[src/gdrc_defines.vh]
// What this block does
// - direction bit 0 makes a pin input, 1 makes it output
// - upper config at 630h: pin n select bit 2*(n-16), direction next bit
// - upper input with select 0 feeds upper input data bit n-16
// - input with select 1 feeds the general interrupt path
// - upper output with select 0 is driven from upper output data bit n-16
// - pin 15 uses lower bits 30/31; output select 1 drives hot-plug reset
// - upper config register exists only in upstream port space
// - all bits reset to 0; writable by software, loader and serial bus
`ifndef GDRC_DEFINES_VH
`define GDRC_DEFINES_VH
`define GDRC_OFF_LOWER    12'h62C
`define GDRC_OFF_UPPER    12'h630
`define GDRC_OFF_IN_LO    12'h63C
`define GDRC_OFF_IN_HI    12'h640
`define GDRC_OFF_OUT_LO   12'h644
`define GDRC_OFF_OUT_HI   12'h648
`define GDRC_CFG_RESET    32'h00000000
`define GDRC_P15_SEL_BIT  30
`define GDRC_P15_DIR_BIT  31
`define GDRC_NUM_UPPER    16
`endif

[src/gdrc_pin_route.v]
`timescale 1ns/1ps
// routing of one pin from its select and direction bits
module gdrc_pin_route (
  input  wire sel,
  input  wire dir,
  input  wire pin_in,
  input  wire out_data,
  input  wire alt_out,
  output wire in_data,
  output wire irq_src,
  output wire pin_out,
  output wire pin_oe_n
);
  assign pin_oe_n = ~dir;
  assign in_data  = ~dir & ~sel & pin_in;
  assign irq_src  = ~dir & sel & pin_in;
  assign pin_out  = dir & (sel ? alt_out : out_data);
endmodule // gdrc_pin_route

[src/gdrc_cfg.v]
`timescale 1ns/1ps
`include "gdrc_defines.vh"
module gdrc_cfg (
  input  wire        clk_sys,
  input  wire        rstn,
  input  wire        upstream_port,
  input  wire        cfg_wr,
  input  wire        cfg_rd,
  input  wire [11:0] cfg_addr,
  input  wire [3:0]  cfg_be,
  input  wire [31:0] cfg_wdata,
  output reg  [31:0] cfg_rdata,
  input  wire [16:0] gpio_in,
  input  wire [16:0] out_data,
  input  wire        hp_perst_in,
  output wire [16:0] gpio_out,
  output wire [16:0] gpio_oe_n,
  output reg  [16:0] in_data_ff,
  output reg  [16:0] irq_src_ff,
  output reg  [15:0] upper_sel_err_ff
);
  // bit 0 = pin 15, bits 16:1 = pins 16..31
  reg  [31:0] lower_pin_config_tail_ff;
  reg  [31:0] upper_pin_direction_select_ff;
  reg  [31:0] nxt_lower_pin_config_tail;
  reg  [31:0] nxt_upper_pin_direction_select;
  reg  [16:0] nxt_in_data;
  reg  [16:0] nxt_irq_src;
  reg  [15:0] nxt_upper_sel_err;
  reg  [31:0] nxt_cfg_rdata;
  wire [16:0] sel_v;
  wire [16:0] dir_v;
  wire [16:0] alt_v;
  wire [16:0] in_w;
  wire [16:0] irq_w;
  wire        hit_lo;
  wire        hit_hi;
  wire        wr_lo;
  wire        wr_hi;
  genvar      i;

  // address decode
  assign hit_lo = (cfg_addr == `GDRC_OFF_LOWER);
  // the upper register exists only in the upstream port
  assign hit_hi = (cfg_addr == `GDRC_OFF_UPPER) & upstream_port;
  assign wr_lo  = cfg_wr & hit_lo;
  assign wr_hi  = cfg_wr & hit_hi;

  // lower register: whole word kept, only the pin 15 pair is used
  always @* begin
    nxt_lower_pin_config_tail = lower_pin_config_tail_ff;
    if (wr_lo & cfg_be[0]) begin
      nxt_lower_pin_config_tail[7:0] = cfg_wdata[7:0];
    end
    if (wr_lo & cfg_be[1]) begin
      nxt_lower_pin_config_tail[15:8] = cfg_wdata[15:8];
    end
    if (wr_lo & cfg_be[2]) begin
      nxt_lower_pin_config_tail[23:16] = cfg_wdata[23:16];
    end
    if (wr_lo & cfg_be[3]) begin
      nxt_lower_pin_config_tail[31:24] = cfg_wdata[31:24];
    end
  end

  // upper register: one byte lane per enable
  always @* begin
    nxt_upper_pin_direction_select = upper_pin_direction_select_ff;
    if (wr_hi & cfg_be[0]) begin
      nxt_upper_pin_direction_select[7:0] = cfg_wdata[7:0];
    end
    if (wr_hi & cfg_be[1]) begin
      nxt_upper_pin_direction_select[15:8] = cfg_wdata[15:8];
    end
    if (wr_hi & cfg_be[2]) begin
      nxt_upper_pin_direction_select[23:16] = cfg_wdata[23:16];
    end
    if (wr_hi & cfg_be[3]) begin
      nxt_upper_pin_direction_select[31:24] = cfg_wdata[31:24];
    end
  end

  // routing follows the register on the clock after the write
  always @(posedge clk_sys) begin
    if (!rstn) begin
      lower_pin_config_tail_ff      <= `GDRC_CFG_RESET;
      upper_pin_direction_select_ff <= `GDRC_CFG_RESET;
    end else begin
      lower_pin_config_tail_ff      <= nxt_lower_pin_config_tail;
      upper_pin_direction_select_ff <= nxt_upper_pin_direction_select;
    end
  end

  // pin 15 pair
  assign sel_v[0]  = lower_pin_config_tail_ff[`GDRC_P15_SEL_BIT];
  assign dir_v[0]  = lower_pin_config_tail_ff[`GDRC_P15_DIR_BIT];

  // pins 16..31: select at even bit, direction at the odd bit above
  assign sel_v[1]  = upper_pin_direction_select_ff[0];
  assign dir_v[1]  = upper_pin_direction_select_ff[1];
  assign sel_v[2]  = upper_pin_direction_select_ff[2];
  assign dir_v[2]  = upper_pin_direction_select_ff[3];
  assign sel_v[3]  = upper_pin_direction_select_ff[4];
  assign dir_v[3]  = upper_pin_direction_select_ff[5];
  assign sel_v[4]  = upper_pin_direction_select_ff[6];
  assign dir_v[4]  = upper_pin_direction_select_ff[7];
  assign sel_v[5]  = upper_pin_direction_select_ff[8];
  assign dir_v[5]  = upper_pin_direction_select_ff[9];
  assign sel_v[6]  = upper_pin_direction_select_ff[10];
  assign dir_v[6]  = upper_pin_direction_select_ff[11];
  assign sel_v[7]  = upper_pin_direction_select_ff[12];
  assign dir_v[7]  = upper_pin_direction_select_ff[13];
  assign sel_v[8]  = upper_pin_direction_select_ff[14];
  assign dir_v[8]  = upper_pin_direction_select_ff[15];
  assign sel_v[9]  = upper_pin_direction_select_ff[16];
  assign dir_v[9]  = upper_pin_direction_select_ff[17];
  assign sel_v[10] = upper_pin_direction_select_ff[18];
  assign dir_v[10] = upper_pin_direction_select_ff[19];
  assign sel_v[11] = upper_pin_direction_select_ff[20];
  assign dir_v[11] = upper_pin_direction_select_ff[21];
  assign sel_v[12] = upper_pin_direction_select_ff[22];
  assign dir_v[12] = upper_pin_direction_select_ff[23];
  assign sel_v[13] = upper_pin_direction_select_ff[24];
  assign dir_v[13] = upper_pin_direction_select_ff[25];
  assign sel_v[14] = upper_pin_direction_select_ff[26];
  assign dir_v[14] = upper_pin_direction_select_ff[27];
  assign sel_v[15] = upper_pin_direction_select_ff[28];
  assign dir_v[15] = upper_pin_direction_select_ff[29];
  assign sel_v[16] = upper_pin_direction_select_ff[30];
  assign dir_v[16] = upper_pin_direction_select_ff[31];

  // only pin 15 has an alternate output; reserved upper pins drive 0
  assign alt_v[0]    = hp_perst_in;
  assign alt_v[16:1] = 16'h0000;

  generate
    for (i = 0; i < 17; i = i + 1) begin : g_pin
      gdrc_pin_route u_route (
        .sel      (sel_v[i]),
        .dir      (dir_v[i]),
        .pin_in   (gpio_in[i]),
        .out_data (out_data[i]),
        .alt_out  (alt_v[i]),
        .in_data  (in_w[i]),
        .irq_src  (irq_w[i]),
        .pin_out  (gpio_out[i]),
        .pin_oe_n (gpio_oe_n[i])
      );
    end
  endgenerate

  // sampled pin views and the reserved-combination flag
  always @* begin
    nxt_in_data       = in_w;
    nxt_irq_src       = irq_w;
    // select 1 while output is reserved on the upper pins
    nxt_upper_sel_err = sel_v[16:1] & dir_v[16:1];
  end

  // read data holds until the next read
  always @* begin
    nxt_cfg_rdata = cfg_rdata;
    if (cfg_rd) begin
      case (cfg_addr)
        `GDRC_OFF_LOWER: begin
          nxt_cfg_rdata = lower_pin_config_tail_ff;
        end
        `GDRC_OFF_UPPER: begin
          // a downstream port has no upper register and reads zero
          if (upstream_port) begin
            nxt_cfg_rdata = upper_pin_direction_select_ff;
          end else begin
            nxt_cfg_rdata = 32'h00000000;
          end
        end
        default: begin
          nxt_cfg_rdata = 32'h00000000;
        end
      endcase
    end
  end

  always @(posedge clk_sys) begin
    if (!rstn) begin
      in_data_ff       <= 17'h00000;
      irq_src_ff       <= 17'h00000;
      upper_sel_err_ff <= 16'h0000;
      cfg_rdata        <= 32'h00000000;
    end else begin
      in_data_ff       <= nxt_in_data;
      irq_src_ff       <= nxt_irq_src;
      upper_sel_err_ff <= nxt_upper_sel_err;
      cfg_rdata        <= nxt_cfg_rdata;
    end
  end
endmodule // gdrc_cfg

[config.mk]
export PLATFORM = sky130hd
export DESIGN_NAME = gdrc_cfg
export DESIGN_NICKNAME = d
export VERILOG_FILES = /design/src/gdrc_pin_route.v /design/src/gdrc_cfg.v
export VERILOG_INCLUDE_DIRS = /design/src /design/src/src
export SDC_FILE = /design/constraint.sdc
export NUM_CORES = 1
export LEC_CHECK = 0
export ABC_AREA = 1
export BUFFER_PORTS_ARGS = -buffer_cell sky130_fd_sc_hd__buf_2
export CAP_MARGIN = 10
export CELL_PAD_IN_SITES_DETAIL_PLACEMENT = 0
export CELL_PAD_IN_SITES_GLOBAL_PLACEMENT = 1
export CORE_MARGIN = 1.5
export CORE_UTILIZATION = 33
export CTS_BUF_LIST = sky130_fd_sc_hd__clkbuf_2 sky130_fd_sc_hd__clkbuf_4 sky130_fd_sc_hd__clkbuf_8
export DETAILED_ROUTE_END_ITERATION = 10
export PLACE_DENSITY_LB_ADDON = 0.05
export SYNTH_ARGS = -nofsm -noshare
export SYNTH_HDL_FRONTEND = slang
export SYNTH_SLANG_ARGS = --single-unit
[constraint.sdc]
create_clock -name clk_sys -period 1.3 [get_ports clk_sys]
set_input_delay 0.26 -clock clk_sys [delete_from_list [all_inputs] [get_ports clk_sys]]
set_output_delay 0.26 -clock clk_sys [all_outputs]
set_load 0.005 [all_outputs]
---- After elaboration in Yosys (flattened, before gate mapping) ----
Index checks and enable logic that the tools add are counted.
cells by class
  bitwise gates (word level) .............. 131
  eq/ne operators ......................... 2
  multiplexer cells ....................... 19
operators with widths
  kind                    count
  $and A1 B1 Y1           96
  $pmux W32 S2            1
  $not A1 Y1              34
  $mux W32                1
  $eq A12 B11 Y1 const B  2
  $mux W1                 17
  $and A16 B16 Y16        1
word-level totals
  input bits .............................. 88
  word-level logic and storage cells ...... 164
  output and inout bits ................... 116
  register bits ........................... 146

---- Logic depth before layout (Yosys ltp) ----
Gate-level depths: netlist of run 1.
  depth in word-level cells ............... 4
  gate-level depth with buffers ........... 10
  gate-level depth less buffers ........... 8

---- Cells and area by module ----
A second synthesis of run 1 with hierarchy kept.
unflattened totals
  cells, all modules ...................... 1050
  area, all modules ....................... 6685.2 um^2
modules (own cells, without submodules)
  module          area an instance (um^2)  cells each  times used  sequential area each (um^2)
  gdrc_cfg        6025.8                   880         1           2922.8
  gdrc_pin_route  38.8                     10          17          0.0

---- Worst setup path before layout of run 1 ----
OpenSTA, ideal clock, no wires.
  kind .................................... input -> register
  from .................................... input port cfg_addr[5]
  to ...................................... register cfg_rdata[12]
  stages .................................. 8
  data arrival time ....................... 1.195 ns
  data required time ...................... 1.185 ns
  slack ................................... -0.011 ns
  buffers on the path ..................... 2
  library setup time ...................... 0.115 ns
  path through ............................ nand2_1 -> and2b_2 -> buf_6 -> nand2_2 -> buf_4 -> nor2_1 -> o21ai_0 -> inv_1
between the ends
  word-level cells in the longest chain between the ends .. 2
  elaborated cells on any way between the ends .. 3
  those cells by class .................... 2 x eq/ne; 1 x mux
ends and longest elaborated chain
  item                  line            text
  from (decl)           gdrc_cfg.v:9    input wire [11:0] cfg_addr,
  $eq A12 B11 Y1        gdrc_cfg.v:164  case (cfg_addr)
  $pmux W32 S2 *        gdrc_cfg.v:164
  to (signal assigned)  gdrc_cfg.v:193  cfg_rdata <= nxt_cfg_rdata;
  to (decl)             gdrc_cfg.v:12   output reg [31:0] cfg_rdata,
Mark *: on every way between the ends. The rest lies on a longest branch, timed or not.
A chain may end at the register's enable or synchronous reset.

---- Worst setup path in the final report of run 1 ----
  from .................................... register lower_pin_config_tail_ff[30]
  to ...................................... output port gpio_out[0]
between the ends
  word-level cells in the longest chain between the ends .. 2
ends and longest elaborated chain
  item                    line                 text
  from (decl)             gdrc_cfg.v:23        reg [31:0] lower_pin_config_tail_ff;
  from (signal assigned)  gdrc_cfg.v:86        lower_pin_config_tail_ff <= `GDRC_CFG_RESET;
  from (signal assigned)  gdrc_cfg.v:89        lower_pin_config_tail_ff <= nxt_lower_pin_config_tail;
  $mux W1                 gdrc_pin_route.v:17  assign pin_out = dir & (sel ? alt_out : out_data);
  $and A1 B1 Y1           gdrc_pin_route.v:17
  to (decl)               gdrc_cfg.v:16        output wire [16:0] gpio_out,
No other way between the ends.

==> impl_metrics.tcl, run 1 <==
set metrics [dict create \
    cts_tree "yes" \
    critPathLaunchType "flop" \
    cts_buffer_depth 2 \
    worstMarginPinSlew_ns 0.2807 \
    clk_pin_slew_worst_paths_ns 0.09 \
    synth_area_um2 6462 \
    path_max_fanout 4 \
    p_sw_w 0.002202 \
    wirelength_mm 17.88 \
    cts_buffers 17 \
    wire_per_inst_um 12.71 \
    hold_buffers 0 \
    path_class "reg2out" \
    htreeDepth 4 \
    p_per_area_nw_per_um2 1069 \
    arrival_ns 1.12 \
    grt_pass1_vias 5530 \
    gp_congestion 0.7095 \
    worst_r2r_endpoint "cfg_rdata[15]$_SDFFE_PN0P_" \
    rsz0062_at_grt "true" \
    start_util 0.3342 \
    core-area_um2 19330 \
    dp_slack_ns -0.1751 \
    drc_errors 0 \
    violations "negative setup slack" \
    syn_inst 930 \
    setup_slack_ns -0.07667 \
    die_area_um2 20430 \
    dp_hpwl_mm 12.47 \
    clock-sinks 146 \
    gr-total-overflow 0 \
    hold_viol 0 \
    hp-class "in2reg" \
    grt_start_max_net_pins 47 \
    syn2layout_area_growth_pct 31.79 \
    totalPowerFinal_w 0.009102 \
    p_leak_nw 4.563 \
    stdcell_area_um2 8517 \
    setup_viol 18 \
    maxSlewViolCount 0 \
    max_cap_violations 0 \
    seqPwrFrac 0.499 \
    root_buffer "clkbuf_8" \
    r2r_slack_ns 0.40 \
    period_share 1.059 \
    min_path_cells 3 \
    worstHoldStart "cfg_wdata[2]" \
    io_buffer_count 203 \
    groute.usage.overall 0.1787 \
    synth_cell_types 24 \
    antenna_left 0 \
    rows 51 \
    vias 6079 \
    r2r_cells 5 \
    grt_pass1_wl_mm 28.52 \
    synth.avg_cell_area_um2 6.949 \
    max_freq_mhz 726.4 \
    chipHeight_um 142.9 \
    sw_frac_of_total 0.2419 \
    synth_nets 1018 \
    min_to "upper_pin_direction_select_ff[2]$_SDFFE_PN0P_" \
    relSlewSlack 0.8125 \
    internal-power_w 0.006900 \
    drt-initial-drc-count 215 \
    ios 204 \
    synth.yosys.seq_area_share 0.4523 \
    ys_seq_elements 146 \
    clock_latency_ns 0.45 \
    vias_per_cell 4.321 \
    die_w_um 142.9 \
    status "finished, violations left" \
    worstReg2RegStart "upper_pin_direction_select_ff[15]$_SDFFE_PN0P_" \
    crit_path_end_kind "output port" \
    combPwrFrac 0.071 \
    drive_above_1_share 0.3190 \
    dpl_cell_area_um2 7684 \
    crit_required_ns 1.04 \
    ys_warn_count 0 \
    firstDrtPassIters 4 \
    ir_worst_vdd_v 0.0005728 \
    n_fill_cell 2103 \
    antenna_found_initial 1 \
    final_nets 1217 \
    fin_skew_ns 0.01001 \
    min_period_ns 1.377 \
    p_clk_frac 0.430 \
]
-- how the worst max path moves through the flow --
stage / from / end / slack [ns] / cells past startpoint
after floorplan: cfg_addr[1] / lower_pin_config_tail_ff[10]$_SDFFE_PN0P_ / 0.004 / 8
after global placement: cfg_addr[8] / upper_pin_direction_select_ff[29]$_SDFFE_PN0P_ / -0.16 / 8
after detailed placement: cfg_addr[1] / lower_pin_config_tail_ff[14]$_SDFFE_PN0P_ / -0.18 / 8
after CTS: lower_pin_config_tail_ff[30]$_SDFFE_PN0P_ / gpio_out[0] / -0.12 / 4
after global routing: lower_pin_config_tail_ff[30]$_SDFFE_PN0P_ / gpio_out[0] / -0.14 / 3
final: lower_pin_config_tail_ff[30]$_SDFFE_PN0P_ / gpio_out[0] / -0.08 / 3
-- per-stage QoR --
step / utilization / hold WS [ns] / cells / setup TNS [ns]
3_3_place_gp: 0.3974 / 0.4842 / 1346 / -11.41
5_1_grt: 0.4404 / 0.02034 / 1406 / -1.835
3_5_place_dp: 0.3974 / 0.4818 / 1346 / -11.02
2_1_floorplan: - / 0.3949 / 930 / 0
4_1_cts: 0.4318 / 0.007644 / 1399 / -0.9497
6_report: 0.4405 / 0.03815 / 1407 / -0.4585
-- registers in the layout, indices dropped and copies added (netlist names) --
register                       cells
upper_sel_err_ff                  16
lower_pin_config_tail_ff          32
irq_src_ff                        17
upper_pin_direction_select_ff     32
in_data_ff                        17
cfg_rdata                         32
-- synthesized netlist by cell type --
library cell,number,area (um^2)
nand3b_1,8,60.06
dfxtp_1,146,2923
nand2_2,2,12.51
nor3_1,16,80.08
nor2_4,1,11.26
clkinv_2,1,5.000
buf_1,3,11.26
inv_2,1,3.750
nor2_8,1,20.02
buf_2,6,30.03
buf_8,1,15.01
nand4_4,7,148.9
o21ai_1,5,25.02
buf_6,8,90.09
nor4_1,34,212.7
inv_1,115,431.7
o21ai_0,20,100.1
clkbuf_1,25,93.84
and2b_2,1,8.760
buf_4,36,270.3
nand4_2,1,12.51
nand3_1,40,200.2
nor2_1,238,893.4
nand2_1,214,803.3
-- worst max-delay path, cell delays in order, from the launching register on --
cell and delay (ns):
dfxtp_4 0.37, o21ai_2 0.13, nor2_1 0.05, buf_2 0.12
-- power by group through the flow --
stage / Combinational [W] / Sequential (W) / Clock, W
final: 0.000647 / 0.00454 / 0.00391
after global routing: 0.000731 / 0.00455 / 0.00425
after CTS: 0.000655 / 0.00455 / 0.00405
after detailed placement: 0.000652 / 0.00468 / 0
after global placement: 0.000657 / 0.00468 / 0
after floorplan: 0.000266 / 0.00469 / 0
-- cell families (layout without fill, tap and decap cells) --
family / after synthesis / in the layout / synth area share
and+or+nand+nor: 563 / 563 / 0.3812
buffers and inverters: 196 / 407 / 0.1471
DFF: 146 / 146 / 0.4523
AOI/OAI and AO/OA: 25 / 25 / 0.01936
other: 0 / 1 / 0
-- per-layer routing --
metal  global-route usage  wire (um)  share of wire
met1               0.2320       8324           0.47
met2               0.2939       8482           0.47
met3              0.03957        857          0.048
met4              0.05751        218          0.012
met5                    0          0              0
-- layout by cell type (no fill, tap or decap), drive strengths merged, types with 16 or more instances in the layout --
master	count
nor3	16
o21ai	25
clkbuf	21
nor2	240
inv	118
nand2	216
dfxtp	146
nor4	34
nand3	40
buf	259
-- layout make-up --
class                      count  area (um^2)  share of cell area
clock inverter                10        148.9             0.01748
antenna                        1        2.502           0.0002938
clock buffer                  21        289.0             0.03394
tap                          265        331.6             0.03893
timing repair buffer         259         1659              0.1948
multi-input combinational    588         2636              0.3095
inverter                     117        457.9             0.05377
sequential                   146         2992              0.3513
-- repair_timing --
action,in CTS,in global routing
endpoints found under the setup margin,34,31
resized for setup,50,39
pin swaps,0,7
setup buffers,22,7
Power figures use the tool's default switching activity.
==> inputs of run 2 (changes only) <==
SETUP_SLACK_MARGIN = 0.1   (was not set)
==> run 2 against run 1 <==
Effect of this change:
- the run still ends with negative setup slack left
- critical path type unchanged
- largest power group unchanged
- hold slack worse by 0.010 ns
- design area is 4.2% higher
- register-to-register slack worse by 0.11 ns
- via count up 1.8%
- sequential power barely moved
- die area is the same
==> impl_metrics.tcl, run 2 (same netlist as run 1, synthesis figures left out) <==
set metrics [dict create \
    drc_errors 0 \
    status "finished, violations left" \
    io_buffer_count 203 \
    grt_pass1_wl_mm 29.10 \
    startpoint "upper_pin_direction_select_ff[1]$_SDFFE_PN0P_" \
    grt_start_max_net_pins 65 \
    n_fill_cell 2068 \
    cts_tree "yes" \
    wirelength_mm 18.21 \
    crit_required_ns 1.04 \
    dp_hpwl_mm 12.29 \
    core-area_um2 19330 \
    max_cap_violations 0 \
    fin_skew_ns 0.01456 \
    cts_buffer_depth 2 \
    htreeDepth 4 \
    drive_above_1_share 0.3643 \
    wire_per_inst_um 12.66 \
    firstDrtPassIters 4 \
    maxSlewViolCount 0 \
    rows 51 \
    cp_top_family "flip-flops" \
    worstHoldStart "cfg_wdata[10]" \
    worst_r2r_endpoint "irq_src_ff[13]$_SDFF_PN0_" \
    path_max_fanout 5 \
    rsz0062_at_grt "true" \
    die_area_um2 20430 \
    clock_latency_ns 0.45 \
    min_period_ns 1.350 \
    vias 6186 \
    drt-initial-drc-count 173 \
    r2r_cells 2 \
    final_cell_mix "nor2_1 (232), nand2_1 (202), buf_2 (179)" \
    die_w_um 142.9 \
    syn2layout_area_growth_pct 37.29 \
    wl_met3_um 904 \
    critical_path_depth 3 \
    hold_buffers 0 \
    path_class "reg2out" \
    crit_path_end "gpio_out[1]" \
    slowest_delay_ns 0.39 \
    final_common_cell "nor2_1" \
    start_util 0.3342 \
    chipHeight_um 142.9 \
    grt_pass1_vias 5683 \
    period_share 1.038 \
    clk_pin_slew_worst_paths_ns 0.09 \
    setup_slack_ns -0.04970 \
    groute.usage.overall 0.1825 \
    top_regs "cfg_rdata: 32 flops, lower_pin_config_tail_ff: 32 flops, upper_pin_direction_select_ff: 32 flops" \
    critPathLaunchType "flop" \
    gr-total-overflow 0 \
    p_leak_nw 4.733 \
    holdWs_ns 0.02765 \
    hp-class "in2reg" \
    wl_met1_mm 8.725 \
    gp_congestion 0.7389 \
    setup_viol 20 \
    vias_per_cell 4.299 \
    instances_no_fill 1439 \
    crit_chain "nand2_1 > nor2_1 > buf_2" \
    arrival_ns 1.09 \
    critPathBufInv 1 \
    slowest_stage "dfxtp_4" \
    highest_layer "met4" \
    ios 204 \
    dr_wl_met2_mm 8.366 \
    r2r_slack_ns 0.29 \
    totalPowerFinal_w 0.009007 \
    final_util 0.4589 \
    worstMarginPinSlew_ns 0.3683 \
    worstReg2RegStart "upper_pin_direction_select_ff[25]$_SDFFE_PN0P_" \
    clock-sinks 146 \
    dpl.cell_count 1344 \
    hold_viol 0 \
    relSlewSlack 0.7522 \
    final_nets 1247 \
    max_freq_mhz 740.9 \
    cts_buffers 17 \
    ir_worst_vdd_v 0.0006067 \
    regArea_um2 3022 \
    root_buffer "clkbuf_8" \
    p_per_area_nw_per_um2 1015 \
    antenna_left 0 \
    crit_path_end_kind "output port" \
    tns_ns -0.3985 \
    antenna_found_initial 2 \
    violations "negative setup slack" \
    multi_input_area_um2 2654 \
]
run 2: cell count changes in the layout (fill, tap and decap cells not counted), moves of 3 or more:
cell      delta
buf_6       +24
buf_12       -3
dfxtp_2     +33
buf_4       +26
clkinv_2     +3
dfxtp_1     -30
clkbuf_8     -3
dfxtp_4      -3
buf_2       -17
run 2: layout make-up:
class                   instances  share of cell area
multi-input cells             588              0.2991
clock buffers                  20             0.02962
flip-flops and latches        146              0.3406
repair buffers                289              0.2231
diodes                          2           0.0005641
clock inverters                12             0.01749
inverters                     117             0.05218
well taps                     265             0.03737
run 2: metal layers:
| layer | vias up | GRT usage |
|---|---|---|
| met4 | 0 | 0.05697 |
| li1 | 3267 | - |
| met2 | 124 | 0.2949 |
| met3 | 18 | 0.04628 |
| met1 | 2777 | 0.2382 |
| met5 | - | 0 |
run 2: worst min-delay path: cells and delay by family:
family	cells	cell delay (ns)
simple gates	2	0.09
buf+inv	1	0.09
run 2: power breakdown:
group	total (W)	leakage (nW)	switching (W)	internal, W
combinational	0.000664	3.31	0.000375	0.000288
clock	0.00379	0.210	0.00179	0.00200
sequential	0.00456	1.21	0.0000328	0.00452
total	0.00901	4.73	0.00219	0.00681
run 2: how the worst min path moves through the flow:
stage / endpoint / slack (ns) / cells after the start
floorplan: lower_pin_config_tail_ff[10]$_SDFFE_PN0P_ / 0.38 / 2
global placement: in_data_ff[11]$_SDFF_PN0_ / 0.48 / 1
detailed placement: in_data_ff[11]$_SDFF_PN0_ / 0.47 / 1
CTS: lower_pin_config_tail_ff[10]$_SDFFE_PN0P_ / 0.001 / 3
global route: lower_pin_config_tail_ff[10]$_SDFFE_PN0P_ / 0.01 / 3
finish: lower_pin_config_tail_ff[10]$_SDFFE_PN0P_ / 0.03 / 3
run 2: repair_timing:
action | CTS | global route
setup buffers | 40 | 21
pin swaps | 0 | 11
resized for setup | 71 | 71
setup endpoints to repair | 44 | 62
run 2: metrics by stage:
stage / cell area [um^2] / setup slack [ns]
6_report: 8872 / -0.04970
5_1_grt: 8867 / -0.1408
4_1_cts: 8472 / -0.09725
3_5_place_dp: 7649 / -0.1946
3_3_place_gp: 7649 / -0.1849
2_1_floorplan: 6490 / 0.01894
==> inputs of run 3 (changes only) <==
BUFFER_PORTS_ARGS = not set   (was -buffer_cell sky130_fd_sc_hd__buf_2)
CORE_UTILIZATION = 35   (was 33)
DONT_BUFFER_PORTS = 1   (was not set)
==> run 3 against run 2 <==
Effect of this change:
- the run ends with negative hold slack left
- clock power decreased by 11%
- final cell count decreased by 18%
- clock skew decreased by 0.0043 ns
- register-to-register slack improved by 0.05 ns
- combinational power down 44%
- global-route usage grew 0.12 points
- total power is 7.5% lower
- maximum frequency rose by 6.2%
- via count fell by 11%
- non-clock buffer count decreased by 221
- core utilization decreased by 4.1 points
- critical path type unchanged
- largest cell class unchanged
==> impl_metrics.tcl, run 3 (same netlist as run 1, synthesis figures left out) <==
set metrics [dict create \
    grt_pass1_vias 5410 \
    final_common_cell "nor2_1" \
    clock_latency_ns 0.44 \
    hold_viol 64 \
    setup_slack_ns 0.02884 \
    chipHeight_um 138.9 \
    p_sw_w 0.002041 \
    crit_required_ns 1.04 \
    gr-total-overflow 0 \
    start_util 0.3585 \
    critPathLaunchType "flop" \
    drc_errors 0 \
    min_path_cells 2 \
    cts_buffers 17 \
    max_freq_mhz 786.7 \
    vias_per_cell 4.668 \
    top_regs "cfg_rdata: 32 flops, lower_pin_config_tail_ff: 32 flops, upper_pin_direction_select_ff: 32 flops" \
    drive_above_1_share 0.1705 \
    min_period_ns 1.271 \
    n_fill_cell 1947 \
    crit_chain "o21ai_2 > nor2_4" \
    grt_start_max_net_pins 66 \
    gp_congestion 0.7205 \
    cts_tree "yes" \
    dp_slack_ns -0.08769 \
    fin_skew_ns 0.01026 \
    antenna_cells 0 \
    htreeDepth 4 \
    path_max_fanout 4 \
    clock-sinks 146 \
    status "finished, violations left" \
    ir_worst_vdd_v 0.0005340 \
    p_clk_frac 0.406 \
    totalPowerFinal_w 0.008334 \
    final_cell_mix "nor2_1 (217), nand2_1 (196), dfxtp_1 (128)" \
    antenna_found_initial 0 \
    groute.usage.overall 0.1837 \
    relSlewSlack 0.7803 \
    dpl_cell_area_um2 6487 \
    io_buffer_count 0 \
    hp-class "in2reg" \
    final_util 0.4183 \
    stdcell_area_um2 7540 \
    syn2layout_area_growth_pct 16.67 \
    vias 5503 \
    worstMarginPinSlew_ns 0.3265 \
    wire_per_inst_um 14.92 \
    wirelength_mm 17.60 \
    sw_frac_of_total 0.2449 \
    rows 49 \
    path_class "reg2out" \
    drt-initial-drc-count 175 \
    root_buffer "clkbuf_8" \
    maxSlewViolCount 0 \
    die_area_um2 19290 \
    arrival_ns 1.01 \
    slowest_delay_ns 0.37 \
    rsz0062_at_grt "true" \
    clk_pin_slew_worst_paths_ns 0.08 \
    grt_pass1_wl_mm 28.10 \
    holdWs_ns -0.06589 \
    internal-power_w 0.006293 \
    cts_buffer_depth 2 \
    r2r_cells 2 \
    crit_path_end_kind "output port" \
    seqPwrFrac 0.549 \
    ios 204 \
    setup_viol 0 \
    combPwrFrac 0.045 \
    p_leak_nw 3.629 \
    violations "negative hold slack" \
    slowest_stage "dfxtp_4" \
    dp_hpwl_mm 11.32 \
    period_share 0.9778 \
    core-area_um2 18020 \
    max_cap_violations 0 \
    die_w_um 138.9 \
    p_per_area_nw_per_um2 1105 \
    antenna_left 0 \
    firstDrtPassIters 4 \
    final_nets 1026 \
]
==> run 3: power by group through the flow <==
stage	clock, W	sequential [W]	combinational (W)
after floorplan	0	0.00469	0.000270
after global placement	0	0.00471	0.000270
after detailed placement	0	0.00471	0.000276
after CTS	0.00352	0.00459	0.000369
after global routing	0.00370	0.00458	0.000423
final	0.00339	0.00458	0.000373
==> run 3: routing by layer <==
metal / share of wire / vias up / GRT usage
met3: 0.066 / 9 / 0.06595
li1: - / 2822 / -
met1: 0.42 / 2542 / 0.2067
met4: 0.010 / 0 / 0.05592
met2: 0.50 / 130 / 0.3246
met5: 0 / - / 0
==> run 3: worst paths after layout <==
| path | from | endpoint | slack (ns) |
|---|---|---|---|
| min reg2reg | upper_pin_direction_select_ff[17]$_SDFFE_PN0P_ | in_data_ff[9]$_SDFF_PN0_ | 0.46 |
| max reg2reg | upper_pin_direction_select_ff[2]$_SDFFE_PN0P_ | irq_src_ff[2]$_SDFF_PN0_ | 0.34 |
| min | rstn | upper_pin_direction_select_ff[23]$_SDFFE_PN0P_ | -0.07 |
| max | lower_pin_config_tail_ff[30]$_SDFFE_PN0P_ | gpio_out[0] | 0.03 |
==> run 3: per-stage QoR <==
| step | setup TNS [ns] | std cells | hold WS [ns] |
|---|---|---|---|
| global route | -0.1848 | 1179 | -0.1042 |
| global placement | -1.366 | 1095 | 0.3781 |
| detailed placement | -2.539 | 1095 | 0.3934 |
| finish | 0 | 1179 | -0.06589 |
| floorplan | 0 | 930 | 0.3758 |
| CTS | -0.02385 | 1171 | -0.1164 |
==> run 3: repair_timing <==
action                     4_1_cts  5_1_grt
pin swaps                        3        7
gates resized for setup         58       40
hold endpoints to repair       128       64
hold buffers                    26        3
gates cloned                     0        0
setup endpoints to repair       34       28
setup buffers                   19        5
==> run 3: cell type report <==
type / count / area, um^2 / area share
flip-flops and latches: 146 / 2975 / 0.3946
multi-input cells: 588 / 2736 / 0.3629
repair buffers: 68 / 709.4 / 0.09409
inverters: 117 / 461.7 / 0.06123
well taps: 229 / 286.5 / 0.03800
clock buffers: 19 / 261.5 / 0.03468
clock inverters: 12 / 108.9 / 0.01444
==> run 3: critical path: cells and delay by family, from the launching register on <==
family | cells | cell delay (ns)
AOI/OAI and AO/OA | 1 | 0.16
DFF | 1 | 0.37
and+or+nand+nor | 1 | 0.04
